<file path="config.mk">
export PLATFORM = sky130hd
export DESIGN_NAME = uart_address_recognition
export DESIGN_NICKNAME = d
export VERILOG_FILES = /design/src/uart_addr_pkg.sv /design/src/uart_address_recognition.sv
export SDC_FILE = /design/constraint.sdc
export NUM_CORES = 1
export LEC_CHECK = 0
export ABC_AREA = 1
export BUFFER_PORTS_ARGS = -buffer_cell sky130_fd_sc_hd__buf_4
export CORE_MARGIN = 3
export CORE_UTILIZATION = 52
export DETAILED_ROUTE_END_ITERATION = 8
export PLACE_DENSITY = 0.86
export SYNTH_ARGS = -nofsm -noshare
export SYNTH_HDL_FRONTEND = slang
export SYNTH_SLANG_ARGS = --single-unit
export TNS_END_PERCENT = 5
</file>
<file path="constraint.sdc">
create_clock -name clk_i -period 1.55 [get_ports clk_i]
set_input_delay 0.155 -clock clk_i [delete_from_list [all_inputs] [get_ports clk_i]]
set_output_delay 0.155 -clock clk_i [all_outputs]
set_load 0.01 [all_outputs]
</file>
<file path="src/uart_addr_pkg.sv">
// Package with register map, field layouts and types of the UART address filter.
package uart_addr_pkg;

	// Register indices; the bus byte address of each register is its index times four.
	localparam logic [7:0] IDX_UART0_OWN_ADDRESS  = 8'hA9;
	localparam logic [7:0] IDX_UART0_ADDRESS_MASK = 8'hB9;
	localparam logic [7:0] IDX_UART1_ADDRESS_MASK = 8'hBA;
	localparam logic [7:0] IDX_UART1_OWN_ADDRESS  = 8'hBB;
	localparam logic [7:0] IDX_CONTROL            = 8'hC0;
	localparam logic [7:0] IDX_IRQ_STATUS         = 8'hC1;
	localparam logic [7:0] IDX_IRQ_MASK           = 8'hC2;
	localparam logic [7:0] IDX_RX_DATA0           = 8'hC3;
	localparam logic [7:0] IDX_RX_DATA1           = 8'hC4;

	// Reset values.
	localparam logic [7:0] RST_BYTE     = 8'h00;
	localparam logic [3:0] RST_CONTROL  = 4'h0;
	localparam logic [1:0] RST_IRQ      = 2'h0;

	// Control register fields, per channel n: bit 2n = multiprocessor enable,
	// bit 2n+1 = nine-bit mode (stored and read back only; the frame's mode field selects the receiver mode).
	localparam int CTL_MP_EN_POS = 0;
	localparam int CTL_NINE_POS  = 1;
	localparam int CTL_CH_STRIDE = 2;

	// Receiver mode of one channel.
	typedef enum logic [1:0] {
		MODE_SHIFT,
		MODE_ASYNC8,
		MODE_ASYNC9
	} rx_mode_t;

	// One completed frame from a receiver.
	typedef struct packed {
		logic       valid;
		logic [7:0] data;
		logic       ninth;
		logic       stop_ok;
		rx_mode_t   mode;
	} rx_frame_t;

	// Own address and mask pair of one channel.
	typedef struct packed {
		logic [7:0] own;
		logic [7:0] mask;
	} addr_cfg_t;

endpackage

</file>
<file path="src/uart_address_recognition.sv">
// Two-channel UART receive address filter with Wishbone registers and interrupt.
//
// Contract
// - Compare address frames in hardware; set receive flag only when addressed here.
// - Recognition is active whenever multiprocessor enable is set, except in synchronous shift mode.
// - In 8-bit async mode the stop bit acts as ninth bit; needs valid stop.
// - Given match: received bits equal own bits wherever the mask bit is one.
// - Broadcast match: ones of own OR mask must be ones in received byte.
// - Frame is recognised on Given or Broadcast match of its channel.
// - Reset clears own address and mask, so every address frame matches.
// - Each channel has its own address and mask byte pair.
// - Channel 0 own address is read/write at A9H, reset zero.
// - Channel 0 mask B9H, channel 1 mask BAH, own BBH, read/write, reset zero.
// - In 9-bit modes with enable set, frames with ninth bit zero are dropped.
// - Multiprocessor enable has no effect in synchronous shift mode.
//
// The Wishbone interface to the registers was decided locally.
`timescale 1ns/1ps
module uart_address_recognition
	import uart_addr_pkg::*;
#(
	parameter int CHANNELS = 2
) (
	// Clock and reset.
	input  wire logic        clk_i,
	input  wire logic        rst_i,
	// Wishbone classic slave.
	input  wire logic        cyc_i,
	input  wire logic        stb_i,
	input  wire logic        we_i,
	input  wire logic [9:0]  adr_i,
	input  wire logic [3:0]  sel_i,
	input  wire logic [31:0] dat_i,
	output logic      [31:0] dat_o,
	output logic             ack_o,
	// Completed frames from the two receivers.
	input  wire rx_frame_t   rx0_i,
	input  wire rx_frame_t   rx1_i,
	// Receive-complete flags and interrupt.
	output logic      [1:0]  receive_complete_flag_o,
	output logic             irq_o
);

	// The register map and flag layout serve exactly two channels.
	if (CHANNELS != 2) begin : g_chk
		$error("uart_address_recognition supports exactly two channels");
	end

	// Match test of one frame against one channel's address pair.
	function automatic logic addr_match(input logic [7:0] rx, input addr_cfg_t cfg);
		logic given;
		logic bcast;
		given = ((rx ^ cfg.own) & cfg.mask) == 8'h00;
		bcast = ((cfg.own | cfg.mask) & ~rx) == 8'h00;
		return given | bcast;
	endfunction

	// Decides whether a completed frame may raise the receive flag.
	function automatic logic frame_accept(input rx_frame_t f, input addr_cfg_t cfg,
			input logic mp_en);
		logic acc;
		acc = 1'b0;
		if (f.valid) begin
			case (f.mode)
				MODE_SHIFT: acc = 1'b1;
				MODE_ASYNC8: begin
					// Stop bit plays the ninth bit here.
					acc = !mp_en || (f.stop_ok && addr_match(f.data, cfg));
				end
				MODE_ASYNC9: begin
					acc = !mp_en || (f.ninth && addr_match(f.data, cfg));
				end
				default: acc = 1'b0;
			endcase
		end
		return acc;
	endfunction

	// Register state.
	addr_cfg_t  cfg_q [2];
	addr_cfg_t  cfg_d [2];
	logic [3:0] ctl_q;
	logic [3:0] ctl_d;
	logic [1:0] irq_status_q;
	logic [1:0] irq_status_d;
	logic [1:0] irq_mask_q;
	logic [1:0] irq_mask_d;
	logic [7:0] rx_data_q [2];
	logic [7:0] rx_data_d [2];
	logic [31:0] dat_q;
	logic [31:0] dat_d;
	logic        ack_q;
	logic        ack_d;
	logic [1:0]  accept;
	rx_frame_t   frame [2];
	logic        wr_hit;
	logic [7:0]  idx;
	logic [7:0]  wbyte;

	assign frame[0] = rx0_i;
	assign frame[1] = rx1_i;
	assign idx      = adr_i[9:2];
	assign wbyte    = dat_i[7:0];
	assign wr_hit   = cyc_i && stb_i && we_i && !ack_q && sel_i[0];

	// Each channel judges its frame with its own pair only, on the frame-done strobe.
	for (genvar c = 0; c < 2; c++) begin : g_ch
		assign accept[c] = frame_accept(frame[c], cfg_q[c],
			ctl_q[c*CTL_CH_STRIDE+CTL_MP_EN_POS]);
	end

	// Next state of registers: a hardware set beats a software clear.
	always_comb begin
		cfg_d        = cfg_q;
		ctl_d        = ctl_q;
		irq_mask_d   = irq_mask_q;
		rx_data_d    = rx_data_q;
		irq_status_d = irq_status_q;
		if (wr_hit) begin
			case (idx)
				IDX_UART0_OWN_ADDRESS:  cfg_d[0].own  = wbyte;
				IDX_UART0_ADDRESS_MASK: cfg_d[0].mask = wbyte;
				IDX_UART1_ADDRESS_MASK: cfg_d[1].mask = wbyte;
				IDX_UART1_OWN_ADDRESS:  cfg_d[1].own  = wbyte;
				IDX_CONTROL:            ctl_d         = wbyte[3:0];
				IDX_IRQ_MASK:           irq_mask_d    = wbyte[1:0];
				IDX_IRQ_STATUS:         irq_status_d  = irq_status_q & ~wbyte[1:0];
				default:                ;
			endcase
		end
		for (int c = 0; c < 2; c++) begin
			if (accept[c]) begin
				rx_data_d[c]    = frame[c].data;
				irq_status_d[c] = 1'b1;
			end
		end
	end

	// Bus answer: one cycle after the request, dropped the cycle after.
	always_comb begin
		ack_d = cyc_i && stb_i && !ack_q;
		dat_d = 32'h0000_0000;
		if (cyc_i && stb_i && !we_i && !ack_q) begin
			case (idx)
				IDX_UART0_OWN_ADDRESS:  dat_d[7:0] = cfg_q[0].own;
				IDX_UART0_ADDRESS_MASK: dat_d[7:0] = cfg_q[0].mask;
				IDX_UART1_ADDRESS_MASK: dat_d[7:0] = cfg_q[1].mask;
				IDX_UART1_OWN_ADDRESS:  dat_d[7:0] = cfg_q[1].own;
				IDX_CONTROL:            dat_d[3:0] = ctl_q;
				IDX_IRQ_STATUS:         dat_d[1:0] = irq_status_q;
				IDX_IRQ_MASK:           dat_d[1:0] = irq_mask_q;
				IDX_RX_DATA0:           dat_d[7:0] = rx_data_q[0];
				IDX_RX_DATA1:           dat_d[7:0] = rx_data_q[1];
				default:                dat_d = 32'h0000_0000;
			endcase
		end
	end

	// Registers; reset leaves every address accepted.
	always_ff @(posedge clk_i) begin
		if (rst_i) begin
			for (int c = 0; c < 2; c++) begin
				cfg_q[c].own  <= RST_BYTE;
				cfg_q[c].mask <= RST_BYTE;
				rx_data_q[c]  <= RST_BYTE;
			end
			ctl_q        <= RST_CONTROL;
			irq_status_q <= RST_IRQ;
			irq_mask_q   <= RST_IRQ;
		end else begin
			cfg_q        <= cfg_d;
			ctl_q        <= ctl_d;
			irq_status_q <= irq_status_d;
			irq_mask_q   <= irq_mask_d;
			rx_data_q    <= rx_data_d;
		end
	end

	// Bus answer registers; kept apart so the reply path never waits on the filter state.
	always_ff @(posedge clk_i) begin
		if (rst_i) begin
			dat_q <= 32'h0000_0000;
			ack_q <= 1'b0;
		end else begin
			dat_q <= dat_d;
			ack_q <= ack_d;
		end
	end

	assign dat_o                   = dat_q;
	assign ack_o                   = ack_q;
	assign receive_complete_flag_o = irq_status_q;
	assign irq_o                   = |(irq_status_q & irq_mask_q);
endmodule

</file>
==> impl_metrics.json, run 1 <==
{
  "status": "complete, but fails checks",
  "violations": "setup timing",
  "worstPathCellList": "o21ai_1, nand2_1, nor2_1, nand2_1, nand2_1, nand2_1, nand2_1, nand2_2, nand2_4, clkbuf_16, nand3_1, nand2_1, nor2_1",
  "grt_pass1_wl_mm": 16.4,
  "timing.rr.end": "rx_data_q[2]",
  "ys_top_cells_by_area": "dfxtp_1 (35%), nand2_1 (11%), o21ai_0 (8.4%)",
  "grt_max_degree": 55,
  "fillers": 534,
  "synth_top_cell_by_area": "dfxtp_1",
  "finish.utilization_pct": 69.2,
  "ys.warnings.count": 0,
  "cts_tree": "built",
  "critPathSlowestCell": "dfxtp_4",
  "min_period_ns": 1.56,
  "crit_fanout": 4,
  "fin_ws_ns": -0.0138,
  "place_hpwl_mm": 7.40,
  "drv_slew": 0,
  "holdPathEnd": "cfg_q[31]",
  "r2r_slack_ns": -0.01,
  "grt_antenna_before_repair": 0,
  "nets": 711,
  "startpoint": "cfg_q[9]",
  "min_from": "dat_i[7]",
  "drc": 0,
  "max_stage_delay_ns": 0.36,
  "min_period_over_period_pct": 101,
  "place_congestion": 0.865,
  "port_buffers": 59,
  "netlist.area_leader.share_pct": 35.3,
  "dr.pass1.iters": 5,
  "cts_root_buffer": "clkbuf_8",
  "cp-start-kind": "flip-flop",
  "min_path_cells": 3,
  "cap_violations": 0,
  "cts.sinks": 65,
  "yosysUniqueCellTypes": 33,
  "min_path_type": "in -> reg",
  "wl_mm": 10.8,
  "yosysSeqAreaShare_pct": 35.3,
  "coreArea_sq_um": 6830,
  "clock_skew_ns": 0.0139,
  "vias": 4010,
  "drive_gt1_share_pct": 25.1,
  "holdWs_ns": 0.0956,
  "cts-htree-levels": 3,
  "initial_utilization_pct": 53.9,
  "use_met2_pct": 40.9,
  "total_power_uw": 3740,
  "ioPinCount": 113,
  "antenna_left": 0,
  "dieHeight_um": 90.2,
  "end_kind": "flip-flop",
  "syn_area_sq_um": 3680,
  "area_growth_pct": 28.3,
  "cellLeakagePower_uw": 0.00219,
  "numCtsBuffers": 9,
  "rr_worst_depth": 13,
  "cp.arrival_ns": 1.81,
  "die_w_um": 90.2,
  "rr_startpoint": "cfg_q[9]",
  "n_antenna_cell": 0,
  "cts_buffer_depth": 2,
  "cp.required_ns": 1.80,
  "path_clk_slew_ns": 0.08,
  "placementRows": 30,
  "ys_ff_latch": 65,
  "grt_pass1_vias": 3512,
  "gr-usage-all-layers_pct": 24.7,
  "die-area_sq_um": 8130,
  "worstSetupPathType": "reg -> reg",
  "cpMostUsedCell": "nand2_1",
  "netlist_instances": 542,
  "busiest_layer": "met2",
  "vdd_drop_max_mv": 0.609,
  "setup_viol": 2,
  "overflow": 0,
  "rsz0062_at_grt": "yes",
  "grt_use_met1_pct": 30.9,
  "clk_latency_ns": 0.35,
  "vias_per_cell": 5.50,
  "p_per_area_nw_per_um2": 791,
  "use_met3_pct": 4.52,
  "hold_violations": 0,
  "dr.first_iter.drc_count": 455,
  "syn_area_per_cell_sq_um": 6.80,
  "wl_per_cell_um": 14.8,
  "fmax_ghz": 0.639
}
-- placed cells by master (no fill, tap or decap), types with 13 or more instances in the layout --
| cell type | synthesis | routed |
|---|---|---|
| a21oi_1 | 58 | 53 |
| nor2_1 | 43 | 41 |
| o21ai_1 | 2 | 14 |
| o21ai_0 | 62 | 50 |
| conb_1 | 1 | 24 |
| buf_4 | 26 | 79 |
| inv_1 | 66 | 64 |
| dfxtp_2 | 0 | 13 |
| dfxtp_1 | 65 | 50 |
| nand2_1 | 109 | 104 |
| nand3_1 | 44 | 42 |
-- logic make-up (layout without fill, tap and decap cells) --
group,count (synthesis),count (layout),share of synthesized area (%)
mux,2,2,0.611
simple gates,224,226,27.8
compound gates,136,136,19.8
fa+ha+maj,6,6,2.04
buf+inv,108,174,14.3
flops,65,65,35.3
other cells,1,24,0.102
-- per-stage QoR --
stage	instance area, sq um	TNS [ns]	setup slack [ns]	instances
final	4730	-0.0175	-0.0138	729
after global routing	4730	-0.767	-0.161	729
after CTS	4560	0	0.0163	725
after detailed placement	4340	-0.370	-0.0676	708
after global placement	4340	-0.0201	-0.0113	708
after floorplan	3770	0	0.120	565
-- flip-flops by register name, indices dropped and copies added, names as in the netlist --
name / cells
ack_o: 1
cfg_q: 32
ctl_q: 4
dat_o: 8
irq_mask_q: 2
receive_complete_flag_o: 2
rx_data_q: 16
-- how the worst max path moves through the flow --
stage | slack (ns) | to | depth (start not counted)
after floorplan | 0.12 | rx_data_q[7] | 13
after global placement | -0.01 | rx_data_q[13] | 12
after detailed placement | -0.07 | rx_data_q[9] | 10
after CTS | 0.02 | rx_data_q[3] | 13
after global routing | -0.16 | rx_data_q[2] | 14
final | -0.01 | rx_data_q[2] | 13
-- where the power goes --
| group | switching (uW) | leakage (uW) | internal, uW |
|---|---|---|---|
| clock network | 688 | 0.0000953 | 782 |
| logic | 302 | 0.00156 | 228 |
| registers | 30.2 | 0.000535 | 1710 |
-- per-layer routing --
metal | up-vias | part of all wire, %
li1 | 1909 | -
met1 | 1805 | 40
met2 | 250 | 47
met3 | 46 | 8.7
met4 | 0 | 3.8
met5 | - | 0
-- worst max-delay path, delay by kind of cell (launching register included) --
| kind | cells | cell delay, ns |
|---|---|---|
| compound gates | 1 | 0.15 |
| buf+inv | 1 | 0.15 |
| flops | 1 | 0.36 |
| simple gates | 11 | 0.81 |
-- cells in the mapped netlist --
cell type / count
a21oi_1: 58
o211ai_1: 2
nor3_1: 6
a21oi_2: 2
clkbuf_1: 7
buf_4: 26
nor2_2: 2
dfxtp_1: 65
nand3_1: 44
nand2_2: 3
or2_2: 1
nor3_4: 1
conb_1: 1
nand3_4: 1
o21ai_0: 62
inv_1: 66
o21ai_1: 2
nor2_1: 43
o2111ai_1: 5
nand2_4: 4
nand3_2: 1
nand2_1: 109
nor2_4: 4
buf_6: 3
nand4_1: 5
a41oi_1: 1
a221oi_1: 2
buf_2: 2
clkinv_1: 2
mux2_2: 2
a22o_1: 2
ha_1: 6
inv_2: 2
-- repair_timing --
item	CTS	global route
setup buffers	0	0
gates cloned	0	4
endpoints found under the hold margin	3	0
resized for setup	2	51
setup endpoints to repair	10	29
pin swaps	0	7
hold buffers	1	0
-- cell type report --
| type | instances | area [sq um] | area share [%] |
|---|---|---|---|
| clock inverter | 5 | 55.1 | 1.16 |
| multi-input combinational | 394 | 2050 | 43.3 |
| clock buffer | 11 | 141 | 2.99 |
| sequential | 65 | 1330 | 28.0 |
| timing repair buffer | 88 | 773 | 16.4 |
| inverter | 70 | 263 | 5.56 |
| tap | 96 | 120 | 2.54 |
No activity file was read; power rests on OpenSTA's default activity.
==> inputs of run 2 (changes only) <==
--- a/config.mk
+++ b/config.mk
@@ -10,7 +10,7 @@
 export CORE_MARGIN = 3
 export CORE_UTILIZATION = 52
 export DETAILED_ROUTE_END_ITERATION = 8
-export PLACE_DENSITY = 0.86
+export PLACE_DENSITY_LB_ADDON = 0.2
 export SYNTH_ARGS = -nofsm -noshare
 export SYNTH_HDL_FRONTEND = slang
 export SYNTH_SLANG_ARGS = --single-unit
==> run 2 against run 1 <==
  * The flow now finishes without violations
  * Die area did not move
  * First-iteration DRC count fell by 42%
  * Clock power rose by 4%
  * Clock skew fell by 0.0060 ns
  * Global-route usage fell by 0.15 points
  * Non-clock buffer count rose by 3
  * Register-to-register slack improved by 0.03 ns
  * Cell area fell by 1.2%
  * Setup slack improved by 0.026 ns
  * Routed wire length fell by 5.7%
  * Power rose by 0.14%
  * Critical path depth did not move
  * Highest routed layer unchanged
==> impl_metrics.json, run 2 (same netlist as run 1, synthesis figures left out) <==
{
  "min_period_over_period_pct": 99.2,
  "grt_max_degree": 55,
  "cp_top_family": "simple AND/OR/NAND/NOR gates",
  "min_path_type": "in -> reg",
  "cts_tree": "built",
  "startpoint": "cfg_q[8]",
  "dr.first_iter.drc_count": 265,
  "layout_common_cells": "nand2_1 (106), buf_4 (82), inv_1 (65), o21ai_0 (58), a21oi_1 (58)",
  "drc": 0,
  "worstSetupPathType": "reg -> reg",
  "grt_pass1_wl_mm": 16.1,
  "cpMostUsedCell": "nand2_1",
  "n_antenna_cell": 0,
  "wl_mm": 10.2,
  "hold_buffers": 0,
  "regMostFlops": "cfg_q",
  "cp-start-kind": "flip-flop",
  "multi_input_area_sq_um": 2000,
  "timing.rr.end": "rx_data_q[5]",
  "fmax_ghz": 0.650,
  "wl_per_cell_um": 13.9,
  "die-area_sq_um": 8130,
  "cts_setup_buffers": 0,
  "placementRows": 30,
  "dr.pass1.iters": 4,
  "clk_latency_ns": 0.35,
  "max_stage_delay_ns": 0.34,
  "status": "finished, final reports clean",
  "cp.required_ns": 1.79,
  "drv_slew": 0,
  "rr_worst_depth": 13,
  "rr_startpoint": "cfg_q[8]",
  "final_common_cell": "nand2_1",
  "coreArea_sq_um": 6830,
  "ioPinCount": 113,
  "cap_violations": 0,
  "nets": 714,
  "antenna_left": 0,
  "drive_gt1_share_pct": 23.1,
  "end_kind": "flip-flop",
  "hold_violations": 0,
  "overflow": 0,
  "die_w_um": 90.2,
  "fin_tns_setup_ns": 0,
  "cts.sinks": 65,
  "cts_root_buffer": "clkbuf_8",
  "p_per_area_nw_per_um2": 801,
  "holdWs_ns": 0.0131,
  "port_buffers": 59,
  "vias_per_cell": 5.20,
  "cts_buffer_depth": 2,
  "cp.arrival_ns": 1.78,
  "place_congestion": 0.851,
  "min_period_ns": 1.54,
  "setup_viol": 0,
  "worstPathCellList": "o21ai_0, nand2_1, nor2_1, nand2_1, nand2_1, nand2_1, nand2_1, nand2_1, nand2_2, buf_6, nand3_1, nand2_1, nor2_1",
  "initial_utilization_pct": 53.9,
  "cts-htree-levels": 3,
  "numCtsBuffers": 9,
  "path_depth": 13,
  "fillers": 615,
  "dieHeight_um": 90.2,
  "place_hpwl_mm": 7.27,
  "vias": 3803,
  "crit_fanout": 8,
  "critPathSlowestCell": "dfxtp_2",
  "clock_skew_ns": 0.00797,
  "gr-usage-all-layers_pct": 24.6,
  "cellLeakagePower_uw": 0.00219,
  "grt_antenna_before_repair": 0,
  "path_buf_inv": 1,
  "regArea_sq_um": 1310,
  "grt_pass1_vias": 3546,
  "area_growth_pct": 26.7,
  "r2r_slack_ns": 0.01,
  "rsz0062_at_grt": "yes",
  "vdd_drop_max_mv": 0.670,
  "path_clk_slew_ns": 0.07,
  "largest_register_ffs": 32,
  "crit_end": "rx_data_q[5]"
}
-- run 2: final cells by class --
class,instances,area share (%)
clock buffer,14,3.70
clock inverter,2,0.750
inverter,70,5.63
multi-input combinational,394,42.9
sequential,65,28.1
tap,96,2.57
timing repair buffer,91,16.3
-- run 2: routing by layer --
layer / routed length (um) / GRT usage (%) / part of all wire (%)
met5: 0 / 0 / 0
met2: 4800 / 40.6 / 47
met1: 4350 / 29.6 / 43
met3: 667 / 4.18 / 6.6
met4: 363 / 15.6 / 3.6
-- run 2: metrics by stage --
| stage | setup WS [ns] | total power [uW] | utilization, % | instances | instance area [sq um] |
|---|---|---|---|---|---|
| 6_report | 0.0124 | 3740 | 68.4 | 732 | 4670 |
| 5_1_grt | -0.163 | 3890 | 68.4 | 732 | 4670 |
| 4_1_cts | 0.0135 | 3730 | 67.5 | 731 | 4610 |
| 3_5_place_dp | -0.0586 | 2210 | 64.1 | 713 | 4380 |
| 3_3_place_gp | -0.0125 | 2200 | 64.1 | 713 | 4380 |
| 2_1_floorplan | 0.120 | 2060 | - | 565 | 3770 |
-- run 2: worst reg2reg max path, cell delays in order (launching register included) --
cell and delay [ns]:
dfxtp_2 0.34, o21ai_0 0.17, nand2_1 0.10, nor2_1 0.11, nand2_1 0.05, nand2_1 0.06, nand2_1 0.04, nand2_1 0.05
nand2_1 0.06, nand2_2 0.11, buf_6 0.14, nand3_1 0.09, nand2_1 0.08, nor2_1 0.04
-- run 2: power breakdown --
| group | internal [uW] | switching, uW |
|---|---|---|
| logic | 197 | 278 |
| clock network | 874 | 653 |
| registers | 1710 | 28.1 |
| total | 2780 | 959 |
-- run 2: worst min-delay path by stage --
stage / from / to / slack (ns) / depth (start not counted)
final: rst_i / ack_o / 0.01 / 2
after CTS: rst_i / ack_o / 0.002 / 2
after global routing: rst_i / receive_complete_flag_o[1] / 0.009 / 2
after detailed placement: rst_i / ack_o / 0.37 / 2
after floorplan: rst_i / receive_complete_flag_o[0] / 0.22 / 1
after global placement: rst_i / receive_complete_flag_o[0] / 0.36 / 2
-- run 2: repair_timing --
item                                    in CTS  in global routing
pin swaps                                    2                  3
endpoints found under the hold margin        0                  0
resized for setup                            3                 24
cloned                                       2                  1
endpoints found under the setup margin       9                 28
